==> config.mk <==
export PLATFORM = sky130hd
export DESIGN_NAME = fpt_top
export DESIGN_NICKNAME = d
export VERILOG_FILES = /design/src/verilog/fpt_pkg.sv /design/src/verilog/fpt_if.sv /design/src/verilog/fpt_tach.sv /design/src/verilog/fpt_top.sv
export SDC_FILE = /design/constraint.sdc
export NUM_CORES = 1
export LEC_CHECK = 0
export BUFFER_PORTS_ARGS = -buffer_cell sky130_fd_sc_hd__buf_2
export CAP_MARGIN = 5
export CORE_MARGIN = 2
export CORE_UTILIZATION = 40
export DETAILED_ROUTE_END_ITERATION = 8
export GPL_TIMING_DRIVEN = 0
export PLACE_DENSITY = 0.6
export SLEW_MARGIN = 15
export SYNTH_ARGS = -nofsm -noshare
export SYNTH_HDL_FRONTEND = slang
export SYNTH_SLANG_ARGS = --single-unit
==> constraint.sdc <==
create_clock -name CLK -period 2.91 [get_ports CLK]
set_clock_uncertainty 0.05 [all_clocks]
set_input_delay 0.1455 -clock CLK [delete_from_list [all_inputs] [get_ports CLK]]
set_output_delay 0.1455 -clock CLK [all_outputs]
set_load 0.1 [all_outputs]
==> src/verilog/fpt_pkg.sv <==
// constants shared by the fan modulator, the tachometer counter and the bus
// assumes a 40 MHz system clock and a 32-bit ahb-lite register bus
package fpt_pkg;
    // system clock rate in hz
    localparam int CLK_HZ = 40_000_000;
    // slots per modulator period
    localparam int PWM_SLOTS = 64;
    // output frequencies in hz, multiplier off
    localparam int F_FAST0_HZ = 15_625;
    localparam int F_FAST1_HZ = 23_438;
    localparam int F_SLOW0_HZ = 40;
    localparam int F_SLOW1_HZ = 60;
    // system clocks per slot, rounded to nearest with multiplier off, halved and truncated with it on
    localparam int DIV_FAST0 = (CLK_HZ + F_FAST0_HZ * PWM_SLOTS / 2) /
                               (F_FAST0_HZ * PWM_SLOTS);
    localparam int DIV_FAST1 = (CLK_HZ + F_FAST1_HZ * PWM_SLOTS / 2) /
                               (F_FAST1_HZ * PWM_SLOTS);
    localparam int DIV_FAST0_X2 = DIV_FAST0 / 2;
    localparam int DIV_FAST1_X2 = DIV_FAST1 / 2;
    localparam int DIV_SLOW0_DEF = (CLK_HZ + F_SLOW0_HZ * PWM_SLOTS / 2) /
                                   (F_SLOW0_HZ * PWM_SLOTS);
    localparam int DIV_SLOW1_DEF = (CLK_HZ + F_SLOW1_HZ * PWM_SLOTS / 2) /
                                   (F_SLOW1_HZ * PWM_SLOTS);
    localparam int DIV_SLOW0_X2_DEF = DIV_SLOW0_DEF / 2;
    localparam int DIV_SLOW1_X2_DEF = DIV_SLOW1_DEF / 2;
    localparam int DIV_W = 16;
    // internal slow clock, about 32.768 khz made from the system clock
    localparam int SLOW_HZ = 32_768;
    localparam int INT_SLOW_DIV = (CLK_HZ + SLOW_HZ / 2) / SLOW_HZ;
    localparam int INT_W = 11;
    // register indices; byte address is four times the index
    localparam logic [7:0] FAN_OUTPUT_IDX = 8'h56;
    localparam logic [7:0] FAN_CONTROL_IDX = 8'h58;
    localparam logic [7:0] PRELOAD_IDX = 8'h59;
    localparam logic [7:0] TACH_COUNT_IDX = 8'h5A;
    localparam logic [7:0] WAKE_STS_IDX = 8'h5B;
    localparam logic [7:0] WAKE_EN_IDX = 8'h5C;
    localparam logic [7:0] SLOW_CFG_IDX = 8'h5D;
    localparam logic [7:0] IRQ_STS_IDX = 8'h5E;
    localparam logic [7:0] IRQ_MASK_IDX = 8'h5F;
    // field positions
    localparam int FOS_CLKCTL_BIT = 0;
    localparam int FOS_DUTY_LSB = 1;
    localparam int FOS_DUTY_MSB = 6;
    localparam int FOS_CLKSEL_BIT = 7;
    localparam int FCS_SRC_BIT = 0;
    localparam int FCS_MUL_BIT = 2;
    localparam int FCS_DIV_LSB = 4;
    localparam int FCS_DIV_MSB = 5;
    // reset values and masks
    localparam logic [7:0] FOS_RESET = 8'h00;
    localparam logic [7:0] FCS_RESET = 8'h10;
    localparam logic [7:0] FCS_MASK = 8'h35;
    localparam logic [7:0] PRELOAD_RESET = 8'h00;
    localparam logic [7:0] COUNT_MAX = 8'hFF;
    localparam logic [5:0] SLOT_LAST = 6'h3F;
    // ahb-lite codes
    localparam logic HRESP_OKAY = 1'b0;
    // tachometer count clock divisor codes
    typedef enum logic [1:0] {
        FPT_DIV1 = 2'b00,
        FPT_DIV2 = 2'b01,
        FPT_DIV4 = 2'b10,
        FPT_DIV8 = 2'b11
    } fpt_div_t;
endpackage : fpt_pkg

==> src/verilog/fpt_if.sv <==
// carrier between the register/modulator top and the tachometer counter
// assumes both ends run on the same system clock
`timescale 1ns/1ps
`default_nettype none
interface fpt_if;
    import fpt_pkg::*;
    logic [7:0] preload;    // value loaded at each restart
    fpt_div_t divisor;      // count clock divisor
    logic ext_sel;          // 1 selects the external slow clock pin
    logic preload_wr;       // one-cycle pulse on a preload write
    logic slow_pin;         // external slow clock pin level
    logic pulse_in;         // tachometer pulse level
    logic [7:0] count;      // live tachometer count
    logic thresh_evt;       // one-cycle pulse when count reaches 192
    logic pulse_evt;        // one-cycle pulse on each tachometer rise
    modport ctl(output preload, divisor, ext_sel, preload_wr, slow_pin,
                pulse_in, input count, thresh_evt, pulse_evt);
    modport tach(input preload, divisor, ext_sel, preload_wr, slow_pin,
                 pulse_in, output count, thresh_evt, pulse_evt);
endinterface : fpt_if
`default_nettype wire

==> src/verilog/fpt_tach.sv <==
// tachometer counter: gated, divided slow clock into a saturating counter
// assumes slow clock pin and tachometer pulse are synchronous to clk
`timescale 1ns/1ps
`default_nettype none
module fpt_tach
    import fpt_pkg::*;
(
    input wire logic clk,
    input wire logic rst,
    fpt_if.tach tif
);
    logic slow_prev;        // last slow pin level for edge detect
    logic pulse_prev;       // last tachometer level for edge detect
    logic [INT_W-1:0] int_cnt; // internal slow clock divider
    logic [2:0] pre;        // count clock prescaler
    logic hi_prev;          // two top count bits were both set
    logic base_tick;
    logic div_tick;
    logic restart;

    // prescaler mask for a divisor code
    function automatic logic [2:0] div_mask(input fpt_div_t d);
        unique case (d)
            FPT_DIV1: div_mask = 3'h0;
            FPT_DIV2: div_mask = 3'h1;
            FPT_DIV4: div_mask = 3'h3;
            FPT_DIV8: div_mask = 3'h7;
        endcase
    endfunction : div_mask

    // edge history of both pin levels
    always_ff @(posedge clk) begin
        if (rst) begin
            slow_prev <= 1'b0;
            pulse_prev <= 1'b0;
        end else begin
            slow_prev <= tif.slow_pin;
            pulse_prev <= tif.pulse_in;
        end
    end

    // internal stand-in for the slow clock when no crystal is fitted
    always_ff @(posedge clk) begin
        if (rst || int_cnt == INT_W'(INT_SLOW_DIV - 1)) begin
            int_cnt <= '0;
        end else begin
            int_cnt <= int_cnt + INT_W'(1);
        end
    end

    // source choice between pin and internal clock
    assign base_tick = tif.ext_sel ? (tif.slow_pin & ~slow_prev)
                                   : (int_cnt == INT_W'(INT_SLOW_DIV - 1));
    // divide by 1, 2, 4 or 8
    assign div_tick = base_tick && ((pre & div_mask(tif.divisor)) ==
                                    div_mask(tif.divisor));
    // restart on each tachometer rise and on a preload write
    assign restart = (tif.pulse_in & ~pulse_prev) | tif.preload_wr;
    assign tif.pulse_evt = tif.pulse_in & ~pulse_prev;

    // prescaler restarts with the counter so each period starts aligned
    always_ff @(posedge clk) begin
        if (rst || restart) begin
            pre <= 3'h0;
        end else if (base_tick) begin
            pre <= pre + 3'h1;
        end
    end

    // 8-bit count of divided ticks over one pulse period
    always_ff @(posedge clk) begin
        if (rst) begin
            tif.count <= PRELOAD_RESET;
        end else if (restart) begin
            tif.count <= tif.preload;
        end else if (div_tick && tif.count != COUNT_MAX) begin
            tif.count <= tif.count + 8'h01; // holds at all ones
        end
    end

    // event on the rise of both top bits, i.e. count 192
    always_ff @(posedge clk) begin
        if (rst) begin
            hi_prev <= 1'b0;
        end else begin
            hi_prev <= &tif.count[7:6];
        end
    end
    assign tif.thresh_evt = (&tif.count[7:6]) & ~hi_prev;
endmodule : fpt_tach
`default_nettype wire

==> src/verilog/fpt_top.sv <==
// fan modulator and tachometer monitor with an ahb-lite register slave
// assumes one ahb-lite master, word accesses only, pins synchronous to CLK
`timescale 1ns/1ps
`default_nettype none
module fpt_top
    import fpt_pkg::*;
#(
    parameter int DIV_SLOW0 = DIV_SLOW0_DEF,
    parameter int DIV_SLOW1 = DIV_SLOW1_DEF,
    parameter int DIV_SLOW0_X2 = DIV_SLOW0_X2_DEF,
    parameter int DIV_SLOW1_X2 = DIV_SLOW1_X2_DEF,
    parameter int ADDR_W = 12
) (
    input wire logic CLK,
    input wire logic RESET,
    input wire logic HSEL,
    input wire logic [ADDR_W-1:0] HADDR,
    input wire logic [1:0] HTRANS,
    input wire logic HWRITE,
    input wire logic [2:0] HSIZE,
    input wire logic [31:0] HWDATA,
    input wire logic HREADY,
    output logic [31:0] HRDATA,
    output logic HREADYOUT,
    output logic HRESP,
    input wire logic FAN_PULSE_INPUT,
    input wire logic SLOW_CLOCK_PIN,
    input wire logic WAKE_EVENT_PIN_I,
    output logic FAN_OUT,
    output logic FAN_OUT_EN,
    output logic WAKE_EVENT_PIN_O,
    output logic WAKE_EVENT_PIN_OE,
    output logic SMI_EVENT,
    output logic IRQ
);
    fpt_if tif();           // link to the tachometer counter

    // software-visible state
    logic [7:0] fan_output_setting;  // clock control, duty, clock select
    logic [7:0] fan_control_setting; // source, multiplier, divisor
    logic [7:0] preload;             // tachometer preload value
    logic wake_status;               // sticky threshold wake status
    logic [1:0] wake_en;             // bit0 wake enable, bit1 smi enable
    logic ext_slow_clock_present;    // slow clock source choice
    logic [1:0] irq_status;          // bit0 threshold, bit1 new pulse
    logic [1:0] irq_mask;            // same layout as irq_status

    // bus slave state
    logic acc;              // address phase accepted this edge
    logic wr_ph;            // a write data phase is open
    logic wr_done;          // the open write has been committed
    logic wr_commit;        // commit cycle of a write
    logic [ADDR_W-1:0] wr_addr; // address held for the data phase
    logic [31:0] next_rdata;    // read word for the accepted address
    logic irq_rd_clr;       // read of irq status clears it

    // modulator state
    logic [DIV_W-1:0] div_cnt;  // system clocks within a slot
    logic [DIV_W-1:0] act_div;  // slot length minus one in force
    logic [5:0] slot;           // slot number within the period
    logic [5:0] act_duty;       // duty code in force
    logic slot_tick;
    logic boundary;

    // address match for a register index; word aligned only
    function automatic logic hit(input logic [ADDR_W-1:0] a,
                                 input logic [7:0] idx);
        hit = (a[ADDR_W-1:2] == (ADDR_W-2)'(idx)) && (a[1:0] == 2'b00);
    endfunction : hit

    // slot length minus one for source, select and multiplier
    function automatic logic [DIV_W-1:0] slot_div(input logic src,
                                                  input logic sel,
                                                  input logic mul);
        logic [2:0] key;
        key = {mul, src, sel};
        unique case (key)
            3'b000: slot_div = DIV_W'(DIV_FAST0 - 1);
            3'b001: slot_div = DIV_W'(DIV_FAST1 - 1);
            3'b010: slot_div = DIV_W'(DIV_SLOW0 - 1);
            3'b011: slot_div = DIV_W'(DIV_SLOW1 - 1);
            3'b100: slot_div = DIV_W'(DIV_FAST0_X2 - 1);
            3'b101: slot_div = DIV_W'(DIV_FAST1_X2 - 1);
            3'b110: slot_div = DIV_W'(DIV_SLOW0_X2 - 1);
            3'b111: slot_div = DIV_W'(DIV_SLOW1_X2 - 1);
        endcase
    endfunction : slot_div

    // write strobe for one register in its commit cycle
    function automatic logic wsel(input logic [ADDR_W-1:0] a,
                                  input logic c,
                                  input logic [7:0] idx);
        wsel = c && hit(a, idx);
    endfunction : wsel

    fpt_tach u_tach (
        .clk(CLK),
        .rst(RESET),
        .tif(tif.tach)
    );

    // settings and pins handed to the counter
    assign tif.preload = tif.preload_wr ? HWDATA[7:0] : preload;
    assign tif.divisor = fpt_div_t'(fan_control_setting[FCS_DIV_MSB:
                                                        FCS_DIV_LSB]);
    assign tif.ext_sel = ext_slow_clock_present;
    assign tif.slow_pin = SLOW_CLOCK_PIN;
    assign tif.pulse_in = FAN_PULSE_INPUT;
    assign tif.preload_wr = wsel(wr_addr, wr_commit, PRELOAD_IDX);

    // bus handshake: writes take one wait state so a read right behind
    // a write always sees the new value
    assign acc = HSEL && HTRANS[1] && HREADY;
    assign wr_commit = wr_ph && !wr_done;
    assign HREADYOUT = !wr_commit;
    assign HRESP = HRESP_OKAY;
    assign irq_rd_clr = acc && !HWRITE && hit(HADDR, IRQ_STS_IDX);

    // write data phase tracking
    always_ff @(posedge CLK) begin
        if (RESET) begin
            wr_ph <= 1'b0;
            wr_done <= 1'b0;
            wr_addr <= '0;
        end else if (acc) begin
            wr_ph <= HWRITE; // new address phase replaces a finished one
            wr_done <= 1'b0;
            wr_addr <= HADDR;
        end else if (wr_commit) begin
            wr_done <= 1'b1; // hold one more cycle with ready high
        end else begin
            wr_ph <= 1'b0;
        end
    end

    // read word for the address in the address phase; unmapped reads zero
    always_comb begin
        next_rdata = 32'h0000_0000;
        if (hit(HADDR, FAN_OUTPUT_IDX)) begin
            next_rdata[7:0] = fan_output_setting;
        end else if (hit(HADDR, FAN_CONTROL_IDX)) begin
            next_rdata[7:0] = fan_control_setting;
        end else if (hit(HADDR, PRELOAD_IDX)) begin
            next_rdata[7:0] = preload;
        end else if (hit(HADDR, TACH_COUNT_IDX)) begin
            next_rdata[7:0] = tif.count;
        end else if (hit(HADDR, WAKE_STS_IDX)) begin
            next_rdata[1:0] = {WAKE_EVENT_PIN_I, wake_status};
        end else if (hit(HADDR, WAKE_EN_IDX)) begin
            next_rdata[1:0] = wake_en;
        end else if (hit(HADDR, SLOW_CFG_IDX)) begin
            next_rdata[0] = ext_slow_clock_present;
        end else if (hit(HADDR, IRQ_STS_IDX)) begin
            next_rdata[1:0] = irq_status;
        end else if (hit(HADDR, IRQ_MASK_IDX)) begin
            next_rdata[1:0] = irq_mask;
        end
    end

    // read data is registered at the address phase, zero wait states
    always_ff @(posedge CLK) begin
        if (RESET) begin
            HRDATA <= 32'h0000_0000;
        end else if (acc && !HWRITE) begin
            HRDATA <= next_rdata;
        end
    end

    // fan registers with their fixed layout
    always_ff @(posedge CLK) begin
        if (RESET) begin
            fan_output_setting <= FOS_RESET;
            fan_control_setting <= FCS_RESET; // divisor code 01
        end else begin
            if (wsel(wr_addr, wr_commit, FAN_OUTPUT_IDX)) begin
                fan_output_setting <= HWDATA[7:0];
            end
            if (wsel(wr_addr, wr_commit, FAN_CONTROL_IDX)) begin
                // unused bits are not stored and read as zero
                fan_control_setting <= HWDATA[7:0] & FCS_MASK;
            end
        end
    end

    // preload, wake enables and slow clock choice
    always_ff @(posedge CLK) begin
        if (RESET) begin
            preload <= PRELOAD_RESET;
            wake_en <= 2'b00;
            ext_slow_clock_present <= 1'b0;
        end else begin
            if (wsel(wr_addr, wr_commit, PRELOAD_IDX)) begin
                preload <= HWDATA[7:0];
            end
            if (wsel(wr_addr, wr_commit, WAKE_EN_IDX)) begin
                wake_en <= HWDATA[1:0];
            end
            if (wsel(wr_addr, wr_commit, SLOW_CFG_IDX)) begin
                ext_slow_clock_present <= HWDATA[0];
            end
        end
    end

    // wake status: set by the threshold whatever the enables, cleared by
    // writing one; a set in the clearing cycle wins
    always_ff @(posedge CLK) begin
        if (RESET) begin
            wake_status <= 1'b0;
        end else if (tif.thresh_evt) begin
            wake_status <= 1'b1;
        end else if (wsel(wr_addr, wr_commit, WAKE_STS_IDX) && HWDATA[0]) begin
            wake_status <= 1'b0;
        end
    end

    // wake pin is open drain, active low: pull low only while enabled
    assign WAKE_EVENT_PIN_O = 1'b0;
    assign WAKE_EVENT_PIN_OE = wake_status & wake_en[0];
    assign SMI_EVENT = wake_status & wake_en[1];

    // interrupt status: sticky, cleared by reading, set beats clear
    always_ff @(posedge CLK) begin
        if (RESET) begin
            irq_status <= 2'b00;
        end else begin
            irq_status <= (irq_status & {2{~irq_rd_clr}}) |
                          {tif.pulse_evt, tif.thresh_evt};
        end
    end

    // interrupt mask
    always_ff @(posedge CLK) begin
        if (RESET) begin
            irq_mask <= 2'b00;
        end else if (wsel(wr_addr, wr_commit, IRQ_MASK_IDX)) begin
            irq_mask <= HWDATA[1:0];
        end
    end

    // level interrupt while any unmasked status bit is set
    assign IRQ = |(irq_status & irq_mask);

    // slot timing: the divider length only changes at a period boundary,
    // so div_cnt can never be left above the new length
    assign slot_tick = (div_cnt == act_div);
    assign boundary = slot_tick && (slot == SLOT_LAST);

    // system clocks within a slot
    always_ff @(posedge CLK) begin
        if (RESET || slot_tick) begin
            div_cnt <= '0;
        end else begin
            div_cnt <= div_cnt + DIV_W'(1);
        end
    end

    // 64 slots per output period
    always_ff @(posedge CLK) begin
        if (RESET) begin
            slot <= 6'h00;
        end else if (slot_tick) begin
            slot <= slot + 6'h01;
        end
    end

    // settings taken at the period boundary to avoid runt pulses
    always_ff @(posedge CLK) begin
        if (RESET) begin
            act_div <= DIV_W'(DIV_FAST0 - 1);
            act_duty <= 6'h00;
        end else if (boundary) begin
            act_div <= slot_div(fan_control_setting[FCS_SRC_BIT],
                                fan_output_setting[FOS_CLKSEL_BIT],
                                fan_control_setting[FCS_MUL_BIT]);
            act_duty <= fan_output_setting[FOS_DUTY_MSB:FOS_DUTY_LSB];
        end
    end

    // fan output: low at reset, forced high by clock control at once,
    // otherwise high while slot is below the duty code
    always_ff @(posedge CLK) begin
        if (RESET) begin
            FAN_OUT <= 1'b0;
        end else if (fan_output_setting[FOS_CLKCTL_BIT]) begin
            FAN_OUT <= 1'b1;
        end else begin
            FAN_OUT <= (slot < act_duty); // code 0 never high
        end
    end

    // the fan pin is always an output
    assign FAN_OUT_EN = 1'b1;
endmodule : fpt_top
`default_nettype wire
==> results.json <==
{
  "placedCellCount": 921,
  "finalSetupViolCount": 0,
  "wl_per_cell_um": 15.6,
  "required_ps": 3170,
  "drc": 0,
  "row_count": 43,
  "final_max_slew_viol_count": 0,
  "crit_arrival_ps": 2700,
  "via_count": 5088,
  "nFillCells": 1327,
  "drv_cap": 0,
  "regArea_um2": 2340,
  "cts-root-buf": "clkbuf_16",
  "gp_congestion": 0.910,
  "synth_edf_count": 0,
  "cts_tree": "built",
  "cp_slowest_stage_delay_ps": 640,
  "synthTopCellsByCount": "dfxtp_1, nor2_1, nand2_1",
  "port_buffers": 41,
  "multi_input_area_um2": 3130,
  "crit_chain": "dlygate4sd3_1 > buf_2 > or4bb_1 > nor4_2 > and2_1 > a221oi_1 > a211oi_1",
  "syn_to_final_growth_pct": 22.4,
  "synth.most_common_cell": "dfxtp_1",
  "power.density_nw_per_um2": 569,
  "synth_area_leaders": "dfxtp_1, mux2i_1, nor2_1",
  "wl_um": 15200,
  "fmax_mhz": 410,
  "end_kind": "flip-flop",
  "rsz0062_at_grt": "no",
  "cts.repair.resized": 0,
  "cp-start-kind": "primary input",
  "yosys_most_used_dff": "dfxtp_1",
  "design.die.area_um2": 15400,
  "yosys_warnings": 0,
  "synth-seq-cells": 117,
  "synth.avg_cell_area_um2": 8.57,
  "antenna_cells": 0,
  "cts_sinks": 117,
  "worstPathMaxFanout": 6,
  "worst_slew_pin_slew_ps": 985,
  "async_flop_share_pct": 0,
  "grtUsageTotal_pct": 19.9,
  "drive_above_1_share_pct": 15.3,
  "antenna_found_initial": 0,
  "hp-class": "in2reg",
  "max_slew_margin_pct": 33.8,
  "grt-ovfl-total": 0,
  "yosysTopAreaCell": "dfxtp_1",
  "core_um2": 14000,
  "cts_buffers": 17,
  "crit_type": "in2reg",
  "ios": 97,
  "grt_start_max_net_pins": 17,
  "die_h_um": 124,
  "cts_setup_buffers": 0,
  "clk_pin_slew_ps": 50,
  "cellLeakagePower_nw": 2.74,
  "cts_max_level": 4,
  "synthCells": 675,
  "dpl.hpwl_um": 11100,
  "period_minus_slack_ps": 2440,
  "post_drt_via_cell_ratio": 5.23,
  "start_util_pct": 41.3,
  "grt_pass1_vias": 4928,
  "clk_path_buf_depth": 2,
  "slowest_stage": "nor4_2",
  "die_x_um": 124,
  "clk-insertion-delay-late_ps": 410,
  "nets": 853,
  "synth_top_area_share_pct": 40.5,
  "ys_seq_area_share_pct": 40.5,
  "drt_iter0_markers": 407,
  "grt_pass1_wl_um": 24900,
  "dr.pass1.iters": 5,
  "finalCritPeriodShare_pct": 83.9,
  "ys_types": 60,
  "ant_nets": 0,
  "hold_viol": 0,
  "synth_area_um2": 5780,
  "outcome": "finished, final reports clean",
  "setup_tns_ps": 0,
  "final_cell_count_no_fill": 972,
  "ir_drop_v": 0.000375,
  "power.total_mw": 4.02
}
==> critical path: cells and delay by family <==
| kind | cells | cell delay [ps] |
|---|---|---|
| simple gates | 3 | 1510 |
| buf+inv | 2 | 660 |
| compound gates | 2 | 370 |
==> flip-flops by register name, indices dropped and copies added (netlist names), 3 cells and up <==
signal / flops
act_div: 13
wr_addr: 12
u_tach.int_cnt: 11
preload: 8
slot: 6
HRDATA: 8
fan_output_setting: 8
div_cnt: 16
act_duty: 6
fan_control_setting: 4
u_tach.pre: 3
u_tach.tif.count: 8
==> metal layers <==
layer / GRT usage [%] / up-vias / routed length [um]
met5: 0 / - / 0
met1: 25.4 / 2369 / 6800
met3: 5.46 / 21 / 1100
met4: 6.48 / 0 / 176
met2: 32.7 / 170 / 7080
li1: - / 2528 / -
==> stage by stage <==
stage	setup slack (ps)	hold WS (ps)	instance area, um2	util [%]
floorplan	900	213	5880	-
global route	285	20.7	7080	50.6
detailed placement	465	329	6310	45.1
finish	470	23.0	7080	50.6
CTS	443	9.11	7080	50.6
global placement	520	320	6310	45.1
==> timing repair <==
action	4_1_cts	5_1_grt
hold endpoints to repair	24	0
hold buffers	20	0
endpoints found under the setup margin	0	0
==> final cells by class <==
type | count | area share, %
Inverter | 19 | 1.01
Tap cell | 180 | 3.18
Timing Repair Buffer | 61 | 5.73
Clock buffer | 29 | 7.92
Multi-Input combinational cell | 507 | 44.3
Buffer | 57 | 4.65
Clock inverter | 2 | 0.141
Sequential cell | 117 | 33.1
==> power by group <==
part	switching [mW]	internal (mW)
combinational	0.293	0.103
sequential	0.0211	1.63
clock	0.697	1.29
==> cell families after synthesis <==
family                     count (synthesis)  synth area share (%)
AOI/OAI and AO/OA                        121                  13.0
xor gates and xnor gates                  39                  5.91
adders and majority gates                 16                  3.46
buffers and inverters                     76                  6.92
DFF                                      117                  40.5
muxes                                     33                  6.04
other                                      2                 0.130
and+or+nand+nor                          271                  24.1
==> worst paths after layout <==
kind | startpoint | end | slack [ps] | cells past startpoint
setup reg to reg | wr_addr[0] | fan_control_setting[4] | 490 | 5
setup / recovery | HADDR[1] | HRDATA[3] | 470 | 7
hold / removal | HWDATA[0] | irq_mask[0] | 20 | 3
hold reg to reg | wr_addr[7] | wr_addr[7] | 410 | 2
==> layout by cell type, fill, tap and decap left out, types with 6 or more instances in the layout <==
master,n
a211oi_1,6
a21oi_1,45
a221oi_1,6
and2_1,6
and3_1,7
buf_2,46
buf_4,27
clkbuf_1,25
clkbuf_16,17
clkbuf_8,9
conb_1,27
dfxtp_1,117
dlygate4sd3_1,20
ha_1,16
inv_1,19
mux2i_1,27
nand2_1,70
nand2b_1,15
nand3_1,25
nand4_1,13
nor2_1,71
nor2b_1,13
nor3_1,9
o211ai_1,7
o21ai_0,29
or3_1,7
or4_1,9
xnor2_1,25
xor2_1,14
(Power assumes the default switching activity.)
